## src/verilog/smfmc_pkg.sv

```systemverilog
// Shared constants, table and types for the stepper fault and microstep link
`default_nettype none
package smfmc_pkg;
    // ------------------------------------------------------------
    // Command word layout
    // ------------------------------------------------------------
    localparam int WORD_BITS = 12;
    localparam int ENTRY_BITS = 6;
    localparam int PHASE_BITS = 6;
    localparam int DECAY_BIT = 5;
    localparam int MAG_MSB = 4;
    localparam int MAG_LSB = 1;
    localparam int SIGN_BIT = 0;
    localparam logic [5:0] QUAD_OFFSET = 6'h10;
    localparam logic [11:0] DECAY_BITS_MASK = 12'h820;
    localparam logic [5:0] PHASE_RST = 6'h00;
    localparam logic [3:0] MAG_ZERO = 4'h0;
    localparam logic [3:0] BITCNT_FULL = 4'hC;

    // ------------------------------------------------------------
    // Fault limits: error count in events, lockout and quiet times in PWM cycles
    // ------------------------------------------------------------
    localparam logic [1:0] ERR_LIMIT = 2'h3;
    localparam logic [5:0] LOCKOUT_CYCLES = 6'h3F;
    localparam logic [6:0] QUIET_LIMIT = 7'h40;

    // ------------------------------------------------------------
    // Link timing
    // ------------------------------------------------------------
    localparam int CLK_PERIOD_NS = 100;
    localparam int SCLK_PERIOD_NS = 800;
    localparam int SCLK_HALF_CYC = (SCLK_PERIOD_NS + 2 * CLK_PERIOD_NS - 1) / (2 * CLK_PERIOD_NS);

    // ------------------------------------------------------------
    // Controller register map and fields
    // ------------------------------------------------------------
    localparam logic [7:0] REG_CMD = 8'h00;
    localparam logic [7:0] REG_STATUS = 8'h04;
    localparam logic [7:0] REG_LAST = 8'h08;
    localparam logic [7:0] REG_SKIP = 8'h0C;
    localparam int CMD_GO = 0;
    localparam int CMD_CCW = 1;
    localparam int CMD_DECAY_LSB = 2;
    localparam int CMD_ZERO = 4;
    localparam int CMD_REDUCE = 5;
    localparam int CMD_MUTE_A = 6;
    localparam int CMD_MUTE_B = 7;
    localparam logic [1:0] DECAY_TABLE = 2'h0;
    localparam logic [1:0] DECAY_OFF = 2'h1;
    localparam logic [1:0] DECAY_ON = 2'h2;
    localparam int STAT_BUSY = 0;
    localparam int STAT_PREWARN = 1;
    localparam int STAT_PHASE_LSB = 8;
    localparam logic [1:0] RESP_OKAY = 2'h0;
    localparam logic [1:0] RESP_SLVERR = 2'h2;

    // ------------------------------------------------------------
    // Full-wave 64-entry sine table, magnitude shifted up, sign in bit 0
    // ------------------------------------------------------------
    localparam logic [5:0] SINE_TABLE [64] = '{
        6'h00, 6'h02, 6'h06, 6'h08, 6'h0C, 6'h0E, 6'h10, 6'h14,
        6'h16, 6'h18, 6'h18, 6'h1A, 6'h1C, 6'h1C, 6'h1E, 6'h1E,
        6'h3E, 6'h3E, 6'h3E, 6'h3C, 6'h3C, 6'h3A, 6'h38, 6'h38,
        6'h36, 6'h34, 6'h30, 6'h2E, 6'h2C, 6'h28, 6'h26, 6'h22,
        6'h01, 6'h03, 6'h07, 6'h09, 6'h0D, 6'h0F, 6'h11, 6'h15,
        6'h17, 6'h19, 6'h19, 6'h1B, 6'h1D, 6'h1D, 6'h1F, 6'h1F,
        6'h3F, 6'h3F, 6'h3F, 6'h3D, 6'h3D, 6'h3B, 6'h39, 6'h39,
        6'h37, 6'h35, 6'h31, 6'h2F, 6'h2D, 6'h29, 6'h27, 6'h23};

    typedef enum logic [2:0] {SPI_IDLE, SPI_LOW, SPI_HIGH, SPI_END, SPI_GAP} smfmc_spi_state_type;
endpackage
`default_nettype wire

```

## src/verilog/smfmc_link_if.sv

```systemverilog
// Serial link between motion controller and bridge driver
`default_nettype none
interface smfmc_link_if;
    logic sclk;
    logic csn;
    logic mosi;
    modport ctrl (output sclk, output csn, output mosi);
    modport drv (input sclk, input csn, input mosi);
endinterface
`default_nettype wire

```

## src/verilog/smfmc_ctrl.sv

```systemverilog
// Motion controller end: AXI4-Lite registers, sine table stepping, serial sender
//
// Our own choices: register access over AXI4-Lite and the register offsets.
`default_nettype none
module smfmc_ctrl #(
    parameter int ADDR_W = 8
) (
    // Clock and reset
    input wire logic clk,
    input wire logic resetn,
    // AXI4-Lite write
    input wire logic [ADDR_W-1:0] awaddr,
    input wire logic awvalid,
    output logic awready,
    input wire logic [31:0] wdata,
    input wire logic [3:0] wstrb,
    input wire logic wvalid,
    output logic wready,
    output logic [1:0] bresp,
    output logic bvalid,
    input wire logic bready,
    // AXI4-Lite read
    input wire logic [ADDR_W-1:0] araddr,
    input wire logic arvalid,
    output logic arready,
    output logic [31:0] rdata,
    output logic [1:0] rresp,
    output logic rvalid,
    input wire logic rready,
    // Temperature pre-warning pin
    input wire logic prewarn_in,
    // Serial link
    smfmc_link_if.ctrl link
);
    import smfmc_pkg::*;

    // ------------------------------------------------------------
    // Write channel capture, address and data in either order
    // ------------------------------------------------------------
    logic aw_hold_ff, w_hold_ff, bvalid_ff;
    logic [ADDR_W-1:0] waddr_ff;
    logic [31:0] wdata_ff;
    logic [3:0] wstrb_ff;
    logic [1:0] bresp_ff;
    logic [2:0] pw_sync_ff;
    logic prewarn_ff;

    assign awready = ~aw_hold_ff & ~bvalid_ff;
    assign wready = ~w_hold_ff & ~bvalid_ff;
    wire aw_take = awvalid & awready;
    wire w_take = wvalid & wready;
    wire wr_do = aw_hold_ff & w_hold_ff;
    wire [7:0] waddr8 = 8'(waddr_ff);
    wire w_mapped = (waddr_ff >> 4) == '0;
    wire wr_cmd = wr_do & w_mapped & (waddr8 == REG_CMD) & wstrb_ff[0];

    always_ff @(posedge clk or negedge resetn) begin
        if (!resetn) begin
            aw_hold_ff <= 1'b0;
            w_hold_ff <= 1'b0;
            waddr_ff <= '0;
            wdata_ff <= 32'h00000000;
            wstrb_ff <= 4'h0;
            bvalid_ff <= 1'b0;
            bresp_ff <= RESP_OKAY;
        end else begin
            aw_hold_ff <= wr_do ? 1'b0 : (aw_take | aw_hold_ff);
            w_hold_ff <= wr_do ? 1'b0 : (w_take | w_hold_ff);
            waddr_ff <= aw_take ? awaddr : waddr_ff;
            wdata_ff <= w_take ? wdata : wdata_ff;
            wstrb_ff <= w_take ? wstrb : wstrb_ff;
            bvalid_ff <= wr_do ? 1'b1 : (bready ? 1'b0 : bvalid_ff);
            bresp_ff <= wr_do ? (w_mapped ? RESP_OKAY : RESP_SLVERR) : bresp_ff;
        end
    end

    assign bvalid = bvalid_ff;
    assign bresp = bresp_ff;

    // ------------------------------------------------------------
    // Step word builder
    // ------------------------------------------------------------
    logic [5:0] phase_ff;
    logic [11:0] last_ff;
    logic [15:0] skip_ff;
    smfmc_spi_state_type state_ff, nxt_state;
    wire busy = (state_ff != SPI_IDLE);

    wire ccw = wdata_ff[CMD_CCW];
    wire zero_cmd = wdata_ff[CMD_ZERO];
    wire [1:0] decay_mode = wdata_ff[CMD_DECAY_LSB+1:CMD_DECAY_LSB];
    wire [5:0] phase_step = ccw ? phase_ff - 6'h01 : phase_ff + 6'h01;
    // Six-bit index wraps modulo 64 by itself
    wire [5:0] entry_a = SINE_TABLE[phase_step];
    wire [5:0] entry_b = SINE_TABLE[6'(phase_step + QUAD_OFFSET)];
    wire [11:0] decay_reverse_mask = ccw ? DECAY_BITS_MASK : 12'h000;
    wire [11:0] raw_word = {entry_a, entry_b} ^ decay_reverse_mask;
    wire [11:0] decay_word = (decay_mode == DECAY_OFF) ? (raw_word & ~DECAY_BITS_MASK) :
                             (decay_mode == DECAY_ON) ? (raw_word | DECAY_BITS_MASK) : raw_word;
    // Pre-warning halves both magnitudes rather than waiting for shutdown
    wire reduce = wdata_ff[CMD_REDUCE] & prewarn_ff;
    wire [3:0] mag_a = reduce ? {1'b0, decay_word[6+MAG_MSB:6+MAG_LSB+1]} : decay_word[6+MAG_MSB:6+MAG_LSB];
    wire [3:0] mag_b = reduce ? {1'b0, decay_word[MAG_MSB:MAG_LSB+1]} : decay_word[MAG_MSB:MAG_LSB];
    // Muting one coil lets software find which bridge holds a high-side fault
    wire [3:0] mag_a_m = wdata_ff[CMD_MUTE_A] ? MAG_ZERO : mag_a;
    wire [3:0] mag_b_m = wdata_ff[CMD_MUTE_B] ? MAG_ZERO : mag_b;
    wire [11:0] step_word = {decay_word[11], mag_a_m, decay_word[6], decay_word[5], mag_b_m, decay_word[0]};
    // All-zero word disables the driver and clears its flags
    wire [11:0] send_word = zero_cmd ? 12'h000 : step_word;
    wire go = wr_cmd & wdata_ff[CMD_GO];
    wire start = go & ~busy;

    always_ff @(posedge clk or negedge resetn) begin
        if (!resetn) begin
            phase_ff <= PHASE_RST;
            last_ff <= 12'h000;
            skip_ff <= 16'h0000;
            pw_sync_ff <= 3'h0;
            prewarn_ff <= 1'b0;
        end else begin
            phase_ff <= (start & ~zero_cmd) ? phase_step : phase_ff;
            last_ff <= start ? send_word : last_ff;
            skip_ff <= (go & busy) ? skip_ff + 16'h0001 : skip_ff;
            pw_sync_ff <= {pw_sync_ff[1:0], prewarn_in};
            prewarn_ff <= (pw_sync_ff[1] == pw_sync_ff[2]) ? pw_sync_ff[2] : prewarn_ff;
        end
    end

    // ------------------------------------------------------------
    // Read channel
    // ------------------------------------------------------------
    logic rvalid_ff;
    logic [31:0] rdata_ff;
    logic [1:0] rresp_ff;
    assign arready = ~rvalid_ff;
    wire ar_take = arvalid & arready;
    wire [7:0] raddr8 = 8'(araddr);
    wire r_mapped = (araddr >> 4) == '0;
    wire [31:0] status_word = {18'h00000, phase_ff, 6'h00, prewarn_ff, busy};
    wire [31:0] rd_mux = (raddr8 == REG_STATUS) ? status_word :
                         (raddr8 == REG_LAST) ? {20'h00000, last_ff} :
                         (raddr8 == REG_SKIP) ? {16'h0000, skip_ff} :
                         (raddr8 == REG_CMD) ? {24'h000000, wdata_ff[7:1], 1'b0} : 32'h00000000;

    always_ff @(posedge clk or negedge resetn) begin
        if (!resetn) begin
            rvalid_ff <= 1'b0;
            rdata_ff <= 32'h00000000;
            rresp_ff <= RESP_OKAY;
        end else begin
            rvalid_ff <= ar_take ? 1'b1 : (rready ? 1'b0 : rvalid_ff);
            rdata_ff <= ar_take ? (r_mapped ? rd_mux : 32'h00000000) : rdata_ff;
            rresp_ff <= ar_take ? (r_mapped ? RESP_OKAY : RESP_SLVERR) : rresp_ff;
        end
    end

    assign rvalid = rvalid_ff;
    assign rdata = rdata_ff;
    assign rresp = rresp_ff;

    // ------------------------------------------------------------
    // Serial sender, clock made by dividing clk
    // ------------------------------------------------------------
    logic [7:0] tmr_ff;
    logic [3:0] bit_ff;
    logic [11:0] tx_ff;
    logic sclk_ff, csn_ff, mosi_ff;
    wire tmr_zero = (tmr_ff == 8'h00);
    wire last_bit = (bit_ff == 4'(WORD_BITS - 1));
    localparam logic [7:0] HALF_RELOAD = 8'(SCLK_HALF_CYC - 1);

    always_comb begin
        nxt_state = state_ff;
        case (state_ff)
            SPI_IDLE: nxt_state = start ? SPI_LOW : SPI_IDLE;
            SPI_LOW: nxt_state = tmr_zero ? SPI_HIGH : SPI_LOW;
            SPI_HIGH: nxt_state = tmr_zero ? (last_bit ? SPI_END : SPI_LOW) : SPI_HIGH;
            SPI_END: nxt_state = tmr_zero ? SPI_GAP : SPI_END;
            SPI_GAP: nxt_state = tmr_zero ? SPI_IDLE : SPI_GAP;
            default: nxt_state = SPI_IDLE;
        endcase
    end

    // Chip select frames the word, data moves MSB first on the low phase
    always_ff @(posedge clk or negedge resetn) begin
        if (!resetn) begin
            state_ff <= SPI_IDLE;
            tmr_ff <= 8'h00;
            bit_ff <= 4'h0;
            tx_ff <= 12'h000;
            sclk_ff <= 1'b0;
            csn_ff <= 1'b1;
            mosi_ff <= 1'b0;
        end else begin
            state_ff <= nxt_state;
            tmr_ff <= (nxt_state != state_ff) ? HALF_RELOAD : (tmr_zero ? tmr_ff : tmr_ff - 8'h01);
            bit_ff <= start ? 4'h0 : ((state_ff == SPI_HIGH) & tmr_zero ? bit_ff + 4'h1 : bit_ff);
            tx_ff <= start ? send_word : ((state_ff == SPI_HIGH) & tmr_zero ? {tx_ff[10:0], 1'b0} : tx_ff);
            sclk_ff <= (nxt_state == SPI_HIGH);
            csn_ff <= (nxt_state == SPI_IDLE) | (nxt_state == SPI_GAP);
            mosi_ff <= start ? send_word[11] :
                       ((state_ff == SPI_HIGH) & tmr_zero ? tx_ff[10] : mosi_ff);
        end
    end

    assign link.sclk = sclk_ff;
    assign link.csn = csn_ff;
    assign link.mosi = mosi_ff;
endmodule
`default_nettype wire

```

## src/flat_wrapper.sv

```systemverilog
// flat-port wrapper written by rule: the top's interface ports become plain ports
module smfmc_ctrl_flat import smfmc_pkg::*;
#(
    parameter int ADDR_W = 8
)
  (clk, resetn, awaddr, awvalid, awready, wdata, wstrb, wvalid, wready, bresp, bvalid, bready, araddr, arvalid, arready, rdata, rresp, rvalid, rready, prewarn_in, link_sclk, link_csn, link_mosi);
  smfmc_link_if link_i ();
  input wire logic clk;
  input wire logic resetn;
  input wire logic [ADDR_W-1:0] awaddr;
  input wire logic awvalid;
  output logic awready;
  input wire logic [31:0] wdata;
  input wire logic [3:0] wstrb;
  input wire logic wvalid;
  output logic wready;
  output logic [1:0] bresp;
  output logic bvalid;
  input wire logic bready;
  input wire logic [ADDR_W-1:0] araddr;
  input wire logic arvalid;
  output logic arready;
  output logic [31:0] rdata;
  output logic [1:0] rresp;
  output logic rvalid;
  input wire logic rready;
  input wire logic prewarn_in;
  output wire logic [$bits(link_i.sclk)-1:0] link_sclk;
  output wire logic [$bits(link_i.csn)-1:0] link_csn;
  output wire logic [$bits(link_i.mosi)-1:0] link_mosi;
  assign link_sclk = link_i.sclk;
  assign link_csn = link_i.csn;
  assign link_mosi = link_i.mosi;
  smfmc_ctrl #(.ADDR_W(ADDR_W)) u_core (.clk(clk), .resetn(resetn), .awaddr(awaddr), .awvalid(awvalid), .awready(awready), .wdata(wdata), .wstrb(wstrb), .wvalid(wvalid), .wready(wready), .bresp(bresp), .bvalid(bvalid), .bready(bready), .araddr(araddr), .arvalid(arvalid), .arready(arready), .rdata(rdata), .rresp(rresp), .rvalid(rvalid), .rready(rready), .prewarn_in(prewarn_in), .link(link_i));
endmodule
```

## config.mk

```make
export PLATFORM = sky130hd
export DESIGN_NAME = smfmc_ctrl_flat
export DESIGN_NICKNAME = d
export VERILOG_FILES = /design/src/verilog/smfmc_pkg.sv /design/src/verilog/smfmc_link_if.sv /design/src/verilog/smfmc_ctrl.sv /design/src/flat_wrapper.sv
export SDC_FILE = /design/constraint.sdc
export NUM_CORES = 1
export LEC_CHECK = 0
export BUFFER_PORTS_ARGS = -buffer_cell sky130_fd_sc_hd__buf_2
export CAP_MARGIN = 20
export CORE_MARGIN = 5
export CORE_UTILIZATION = 35
export CTS_CLUSTER_DIAMETER = 30
export CTS_CLUSTER_SIZE = 12
export DETAILED_ROUTE_END_ITERATION = 8
export GPL_TIMING_DRIVEN = 0
export PLACE_DENSITY = 0.59
export SLEW_MARGIN = 0
export SYNTH_ARGS = -nofsm -noshare
export SYNTH_HDL_FRONTEND = slang
export SYNTH_SLANG_ARGS = --single-unit
```

## constraint.sdc

```tcl
create_clock -name clk -period 3.6 [get_ports clk]
set_input_delay 0.18 -clock clk [delete_from_list [all_inputs] [get_ports clk]]
set_output_delay 0.18 -clock clk [all_outputs]
set_load 0.01 [all_outputs]
```

==> reports/results.txt, run 1 <==
Global-route usage over all layers - 0.1426
CTS Root Cell - clkbuf_16
Number of synthesized register bits - 106
Largest net degree at the start of global routing - 67
R2R Path End - u_core.tx_ff[1]
Worst r2r src - u_core.wdata_ff[1]
Bufs on Longest Clock Path - 2
FF-to-FF setup slack - 0.23 ns
DIE HEIGHT - 135.7 µm
Final ANT Viol Nets - 0
Sw Ratio - 0.3451
Fin. Hold Viols - 0
Overflow after GRT - 0
Leakage - 3.113 nW
Status - complete, no violations
Critical path's top delay family - simple AND/OR/NAND/NOR gates
Die width - 135.7 µm
Antenna cells - 0
CP startpoint kind - register
Top-area cell type share of the netlist area - 0.4749
CTS tree - yes
Non-filler cells, final - 869
CTS sink count - 106
Count of cell types in the netlist - 57
Slew HR - 0.5024
Antenna violations before repair - 0
Flop pwr share - 0.408
Power share of the clock group - 0.263
Period utilisation layout - 0.9362
Minimum hold slack - 0.04570 ns
DRC Markers - 0
# IOs - 104
Core Rows - 46
Clock slew at reported path FFs - 0.07 ns
Worst setup startpoint - u_core.wdata_ff[1]
Mapped Cells - 555
Initial Utilization - 0.3521
Hold Path Depth - 3
First-pass GRT wire length - 20620 µm
Worst Min Path Start - wdata[1]
Critical Path Sink Type - register
Total routed wirelength - 12980 µm
P per Cell Area - 581.3 mW/mm²
Layout cell share with drive strength beyond 1 - 0.1991
Slew @ Worst Pin - 0.7464 ns
Peak supply drop - 0.0003821 V
Yosys warns - 0
Fmax achieved - 296.7 MHz
WL/cell - 14.94 µm
Max-cap viol count - 0
Largest cells by area after synthesis - dfrtp_1 47%, mux2_2 4.7%, nor2_1 4.3%
Net switching power - 1.319 mW
Mapped Avg Cell Area - 9.969 µm²
H-tree depth - 3
RSZ-0062 raised after global routing - no
Inst Count DP - 847
Crit-path slowest cell - or4_4
Vias - 4378
CP cell instances - ha_1 -> clkbuf_1 -> o21ai_0 -> nor2_1 -> nor2_1 -> mux2i_1 -> or4_4 -> o32ai_2 -> o22a_1
Crit path DAT - 3.66 ns
Register area share after synthesis - 0.4796
Util after Layout - 0.4184
Vias in the first global route - 4120
Bufs and invs on worst path - 1
Leading area contributor after synthesis - dfrtp_1
Logic pwr share - 0.329
Worst-Skew Late Latency - 0.35 ns
Int Power - 2.502 mW
Gpl congestion - 0.8837
Tot Pwr - 3.821 mW
TNS Setup - 0 ns
Clock Skew - 0.008620 ns
CP max FO - 7
Hold Path Sink - u_core.wdata_ff[1]
Reg2Reg Depth - 9
CP required - 3.89 ns
Crit path top cell by count - nor2_1
# port buffers - 57
Fin crit period - 3.370 ns
Vias per cell - 5.038
Core Area - 0.01571 mm²
Final setup violation count - 0
1st-iter DRT viols - 292
Post-synth EDFFs - 0
Asr flop ratio synth - 1.000
Crit path kind - reg -> reg
Cell Area, Synth - 0.005533 mm²
Nets - 723
DP HPWL - 9824 µm
Area growth syn-to-layout - 18.81%
Drt first pass iters - 6
Final slew viol count - 0
CP max stage delay - 0.52 ns
Top_reg_cell synth - dfrtp_1
Hold Crit Class - in -> reg
Die area - 0.01842 mm²
CTS Buf Count - 9
-- power by group through the flow --
stage               Sequential (mW)  Clock [mW]  Combinational, mW
floorplan                      1.53           0              0.908
global placement               1.57           0               1.18
detailed placement             1.58           0               1.22
CTS                            1.56        1.03               1.25
global route                   1.59        1.08               1.39
finish                         1.56        1.01               1.26
-- cell usage after synthesis, types with 11 or more instances --
cell      count
nor2_1       63
mux2i_1      17
inv_1        11
o21ai_0      31
dfrtp_1     105
nand2_1      59
mux2_2       23
buf_4        18
a21o_1       13
ha_1         14
a21oi_1      16
nor3_1       12
nand3_1      12
xnor2_1      23
clkbuf_1     20
-- routing by layer --
metal | global-route usage | part of all wire
met1 | 0.1967 | 0.46
met4 | 0.05207 | 0.017
met3 | 0.03120 | 0.058
met2 | 0.2210 | 0.46
met5 | 0 | 0
-- layout by cell type (no fill, tap or decap), types with 4 or more instances in the layout --
cell type,n
dfrtp_1,105
nor2_1,63
nand2_1,59
buf_2,56
o21ai_0,31
mux2_2,23
xnor2_1,22
buf_4,21
clkbuf_1,20
conb_1,18
mux2i_1,17
a21oi_1,16
ha_1,14
a21o_1,13
nor3_1,12
nand3_1,12
inv_1,11
or3_1,9
clkbuf_16,9
and2_1,8
xor2_1,8
o22a_1,8
nand2b_1,7
a22oi_1,6
a22o_1,6
nor4_1,4
o21bai_1,4
nand4_1,4
a221oi_1,4
dlygate4sd3_1,4
-- registers in the layout (all words and copies together) (netlist names), 3 cells and up --
register           cells
u_core.bit_ff          4
u_core.last_ff        12
u_core.phase_ff        6
u_core.pw_sync_ff      3
u_core.rdata          16
u_core.skip_ff        16
u_core.state_ff        3
u_core.tmr_ff          8
u_core.tx_ff          11
u_core.waddr8          8
u_core.wdata_ff        8
-- through the flow --
stage                     setup slack (ns)  cell area [µm²]
after floorplan                     0.2850             5597
after global placement             -0.3546             6152
after detailed placement           -0.3613             6192
after CTS                          0.01210             6564
after global routing               0.06775             6574
final                               0.2296             6574
-- what timing repair did --
item | 4_1_cts | 5_1_grt
hold endpoints to repair | 42 | 0
hold buffers | 4 | 0
setup buffers | 2 | 0
gates cloned | 0 | 0
resized for setup | 2 | 5
setup endpoints to repair | 16 | 6
-- how the worst max path moves through the flow --
stage                           end  slack, ns  cells after the start
global route        u_core.tx_ff[1]       0.07                      9
detailed placement  u_core.tx_ff[2]      -0.36                     10
finish              u_core.tx_ff[1]       0.23                      9
CTS                 u_core.tx_ff[1]       0.01                     10
global placement    u_core.tx_ff[2]      -0.35                     10
floorplan           u_core.tx_ff[2]       0.28                     10
-- cell families (layout without fill, tap and decap cells) --
| logic type | after synthesis | count (layout) | synth area share |
|---|---|---|---|
| and+or+nand+nor | 195 | 195 | 0.1649 |
| muxes | 40 | 40 | 0.07757 |
| xor gates and xnor gates | 32 | 32 | 0.05066 |
| DFF | 106 | 106 | 0.4796 |
| adders and majority gates | 17 | 17 | 0.03890 |
| other | 1 | 18 | 0.0006778 |
| buffers and inverters | 50 | 131 | 0.04749 |
| AOI/OAI and AO/OA | 114 | 114 | 0.1402 |
-- layout make-up --
| type | count | area, µm² |
|---|---|---|
| Multi-Input combinational cell | 416 | 2706 |
| Fill cell | 1562 | 9139 |
| Timing Repair Buffer | 65 | 380.4 |
| Inverter | 11 | 41.29 |
| Clock inverter | 4 | 51.30 |
| Buffer | 39 | 224.0 |
| Sequential cell | 106 | 2654 |
| Clock buffer | 12 | 246.5 |
| Tap cell | 216 | 270.3 |
-- tightest hold or removal path, stage by stage --
cell and delay, ns:
buf_2 0.08, nand2_1 0.04, o21ai_0 0.06
No activity file was read; power rests on OpenSTA's default activity.
==> inputs of run 2 (changes only) <==
Settings changed: REMOVE_ABC_BUFFERS from default to 1.
Clock period 3.6 ns to 3.3 ns, I/O delays scaled along.
==> run 2 against run 1 <==
Against the previous run:
- sequential power grew 9.6%
- combinational power grew 9.5%
- critical path depth is the same
- cell count shrank 4.3%
- clock skew shrank 0.0016 ns
- sequential cell count is the same
- largest power group unchanged
- register-to-register slack lost 0.03 ns
- power grew 9.4%
- setup slack lost 0.027 ns
- hold slack lost 0.032 ns
==> reports/results.txt, run 2 (synthesis gave the netlist of run 1 again) <==
Total routed wirelength - 12810 µm
Critical path's top delay family - simple AND/OR/NAND/NOR gates
Final ANT Viol Nets - 0
Area growth syn-to-layout - 15.99%
DRC Markers - 0
Core Rows - 46
Fin. Hold Viols - 0
1st-iter DRT viols - 201
Flip-flop and latch area - 0.002655 mm²
Antenna cells - 0
Antenna violations before repair - 0
# port buffers - 58
# IOs - 104
Die width - 135.7 µm
Initial Utilization - 0.3521
Worst-Skew Late Latency - 0.35 ns
Gpl congestion - 0.8417
Critical Path Sink - u_core.tx_ff[2]
Clock Skew - 0.007065 ns
Core Area - 0.01571 mm²
Status - complete, no violations
Inst Count DP - 808
Final WS setup - 0.2026 ns
First-pass GRT wire length - 21550 µm
Fin area - 0.006417 mm²
Nets - 686
Max-cap viol count - 0
Non-filler cells, final - 832
Worst setup startpoint - u_core.phase_ff[0]
R2R Path End - u_core.tx_ff[2]
Overflow after GRT - 0
Slew @ Worst Pin - 0.8528 ns
Worst r2r src - u_core.phase_ff[0]
Final setup violation count - 0
Pre-CTS WS - -0.5345 ns
Layout cell share with drive strength beyond 1 - 0.1981
Period utilisation layout - 0.9386
CP required - 3.57 ns
H-tree depth - 3
CTS sink count - 106
Peak supply drop - 0.0002874 V
CTS tree - yes
CTS Root Cell - clkbuf_16
Crit path kind - reg -> reg
DIE HEIGHT - 135.7 µm
Leakage - 3.000 nW
FF-to-FF setup slack - 0.20 ns
Bufs on Longest Clock Path - 2
Slew HR - 0.4294
Reg2Reg Depth - 9
TNS Setup - 0 ns
Die area - 0.01842 mm²
Most frequent cells in the layout - 104 x dfrtp_1, 62 x nor2_1, 58 x nand2_1
Critical path depth - 9
DP HPWL - 9686 µm
CP startpoint kind - register
Vias - 4159
Vias per cell - 4.999
Drt first pass iters - 4
Crit-path slowest cell - or4_1
Crit path DAT - 3.36 ns
Bufs and invs on worst path - 1
Global-route usage over all layers - 0.1461
WL/cell - 15.40 µm
CTS Buf Count - 9
Largest net degree at the start of global routing - 66
Hold Crit Class - in -> reg
P per Cell Area - 651.5 mW/mm²
Filler cell count - 1564
DP Area - 0.005966 mm²
CP max FO - 11
Clock slew at reported path FFs - 0.07 ns
Fin crit period - 3.097 ns
CP cell instances - inv_1 -> fa_1 -> nand2b_1 -> a21oi_2 -> xor2_4 -> o31ai_1 -> a32o_1 -> or4_1 -> a31oi_1
Final slew viol count - 0
Most common cell after layout, fill and taps aside - dfrtp_1
Area of the multi-input gates - 0.002763 mm²
Vias in the first global route - 4214
Minimum hold slack - 0.01349 ns
Critical Path Sink Type - register
CP max stage delay - 0.57 ns
Fmax achieved - 322.9 MHz
## run 2: cell count changes in the layout (fill, tap and decap cells not counted), sizes merged
cell,change
buf,-16
inv,+3
clkinv,-2
dlygate4sd3,-1
clkinvlp,-1
clkdlybuf4s18,-1
clkbuf,-19
## run 2: power breakdown
group	switching (mW)	internal (mW)
Sequential	0.200	1.51
Combinational	0.766	0.614
Clock	0.470	0.618
## run 2: worst min path at each step
stage / from / to / slack [ns] / depth (start not counted)
after CTS: bready / u_core.bvalid / 0.002 / 2
final: bready / u_core.bvalid / 0.01 / 2
after detailed placement: resetn / u_core.wstrb_ff[0] / 0.19 / 1
after global routing: bready / u_core.bvalid / 0.03 / 2
after global placement: prewarn_in / u_core.pw_sync_ff[0] / 0.28 / 1
after floorplan: resetn / u_core.aw_hold_ff / -0.13 / 0
## run 2: final cells by class
cell class,count,share of cell area
Multi-Input combinational cell,416,0.4305
Sequential cell,106,0.4137
Timing Repair Buffer,67,0.06005
Tap cell,216,0.04211
Clock buffer,12,0.03841
Clock inverter,4,0.008774
Inverter,11,0.006434
## run 2: what timing repair did
action | CTS | global route
pin swaps | 0 | 0
setup buffers | 4 | 0
gates resized for setup | 4 | 12
cloned | 0 | 0
hold endpoints to repair | 43 | 0
hold buffers | 3 | 0
setup endpoints to repair | 21 | 6
## run 2: through the flow
stage,total power [mW],utilization
6_report,4.181,0.4084
5_1_grt,4.459,0.4084
4_1_cts,4.178,0.4045
3_5_place_dp,3.022,0.3797
3_3_place_gp,2.951,0.3778
2_1_floorplan,2.634,-
## run 2: layer usage
layer	routed length, µm	track usage	vias to the layer above
li1	-	-	2021
met1	5874	0.1955	2064
met2	6257	0.2417	65
met3	507	0.02526	9
met4	170	0.04703	0
met5	0	0	-
==> inputs of run 3 (changes only) <==
Settings changed: CORE_UTILIZATION 35 to 41, PLACE_DENSITY 0.59 to 0.66.
==> run 3 against run 2 <==
Against the previous run:
- clock skew shrank 0.0030 ns
- routed wire length shrank 1.8%
- clock-buffer cell count shrank 1
- non-clock buffer count grew 2
- maximum frequency shrank 1.8%
- largest cell class unchanged
- register-to-register slack lost 0.06 ns
- power shrank 0.36%
- die area shrank 14%
- combinational power is essentially flat
- hold slack gained 0.011 ns
- utilization grew 7.2 points
- highest routed layer unchanged
- cell count shrank 4.7%
==> reports/results.txt, run 3 (synthesis gave the netlist of run 1 again) <==
Antenna cells - 0
Pre-CTS WS - -0.4510 ns
Vias per cell - 5.291
Fin crit period - 3.156 ns
Logic pwr share - 0.329
Final setup violation count - 0
DIE HEIGHT - 126.2 µm
Gpl congestion - 0.8838
P per Cell Area - 655.0 mW/mm²
H-tree depth - 3
Die area - 0.01592 mm²
CTS Root Cell - clkbuf_16
Fmax achieved - 316.9 MHz
Vias - 4196
Largest net degree at the start of global routing - 70
First-pass GRT wire length - 20870 µm
GR met1 Demand/Resource - 0.2204
Worst-Skew Late Latency - 0.35 ns
Most frequent cells in the layout - 104 x dfrtp_1, 62 x nor2_1, 58 x nand2_1
DRC Markers - 0
Initial Utilization - 0.4178
Total routed wirelength - 12580 µm
TNS Setup - 0 ns
Final ANT Viol Nets - 0
Fin area - 0.006360 mm²
Clock Skew - 0.004066 ns
CP startpoint kind - register
Drt first pass iters - 4
CTS sink count - 106
CTS Buf Count - 9
Nets - 688
Met3 track demand over resource - 0.02752
Core Area - 0.01324 mm²
RSZ-0062 raised after global routing - no
Final slew viol count - 0
Layout cell share with drive strength beyond 1 - 0.1929
Clock slew at reported path FFs - 0.07 ns
CTS tree - yes
Overflow after GRT - 0
Final WS setup - 0.1445 ns
Slew @ Worst Pin - 0.8827 ns
Int Power - 2.737 mW
Peak supply drop - 0.0003229 V
FF-to-FF setup slack - 0.14 ns
Leakage - 3.005 nW
Hold Crit Class - in -> reg
Status - complete, no violations
DP Area - 0.005916 mm²
Global-route usage over all layers - 0.1608
Area growth syn-to-layout - 14.95%
Antenna violations before repair - 0
Filler cell count - 1236
CP max FO - 11
Grt met2 use - 0.2620
Bufs on Longest Clock Path - 2
Critical Path Sink Type - register
1st-iter DRT viols - 398
Core Rows - 42
DP HPWL - 9304 µm
Slew HR - 0.4102
Max-cap viol count - 0
Sw Ratio - 0.3429
Most common cell after layout, fill and taps aside - dfrtp_1
Gr busiest metal - met2
WL/cell - 15.87 µm
Die width - 126.2 µm
Net switching power - 1.429 mW
Power share of the clock group - 0.259
Fin. Hold Viols - 0
Crit path kind - reg -> reg
Flop pwr share - 0.412
# port buffers - 58
Crit path DAT - 3.45 ns
# IOs - 104
Vias in the first global route - 4187
CP required - 3.59 ns
Period utilisation layout - 0.9562
run 3: path summary, 6_finish.rpt:
check / from / to / depth (start not counted)
hold reg to reg: u_core.pw_sync_ff[0] / u_core.pw_sync_ff[1] / 0
min in group asynchronous: resetn / u_core.skip_ff[14] / 2
setup reg to reg: u_core.phase_ff[0] / u_core.tx_ff[7] / 11
max in group asynchronous: resetn / u_core.phase_ff[0] / 3
hold / removal: wdata[1] / u_core.wdata_ff[1] / 3
setup / recovery: u_core.phase_ff[0] / u_core.tx_ff[7] / 11
run 3: per-layer routing:
layer  vias up  share of wire  wire length [µm]
met5         -              0                 0
met4         0          0.014               179
met3        14          0.045               570
met2        96           0.48              6042
met1      2063           0.46              5792
li1       2023              -                 -
run 3: power groups by stage:
stage | sequential, mW | combinational [mW] | clock [mW]
finish | 1.72 | 1.37 | 1.08
global route | 1.75 | 1.51 | 1.16
CTS | 1.71 | 1.30 | 1.10
detailed placement | 1.74 | 1.28 | 0
global placement | 1.72 | 1.22 | 0
floorplan | 1.68 | 0.959 | 0
run 3: critical path, cell delays in order (launching register included):
cell      delay [ns]
dfrtp_2         0.55
inv_1           0.21
fa_1            0.56
nand2b_1        0.21
a21oi_2         0.25
xor2_4          0.13
buf_4           0.17
buf_4           0.13
a221oi_1        0.25
a31oi_1         0.11
o22ai_1         0.36
o22a_1          0.18
run 3: area by class of cell:
type                       count  area [µm²]  area share
multi-input combinational    416        2746      0.4318
sequential                   106        2655      0.4175
timing repair buffer          69       402.9     0.06335
clock buffer                  11       242.7     0.03817
tap                          176       220.2     0.03463
clock inverter                 4       51.30    0.008066
inverter                      11       41.29    0.006492
run 3: what timing repair did:
item	in CTS	in global routing
hold buffers	4	0
gates resized for setup	4	8
endpoints found under the setup margin	20	9
endpoints found under the hold margin	39	0
buffers inserted	0	5
run 3: stage by stage:
step	hold slack (ns)	instances	power (mW)	utilization
3_5_place_dp	0.1676	768	3.016	0.4467
6_report	0.02470	793	4.166	0.4803
2_1_floorplan	-0.1306	533	2.634	-
5_1_grt	0.04299	793	4.415	0.4803
3_3_place_gp	0.2789	767	2.938	0.4444
4_1_cts	0.01382	787	4.115	0.4740
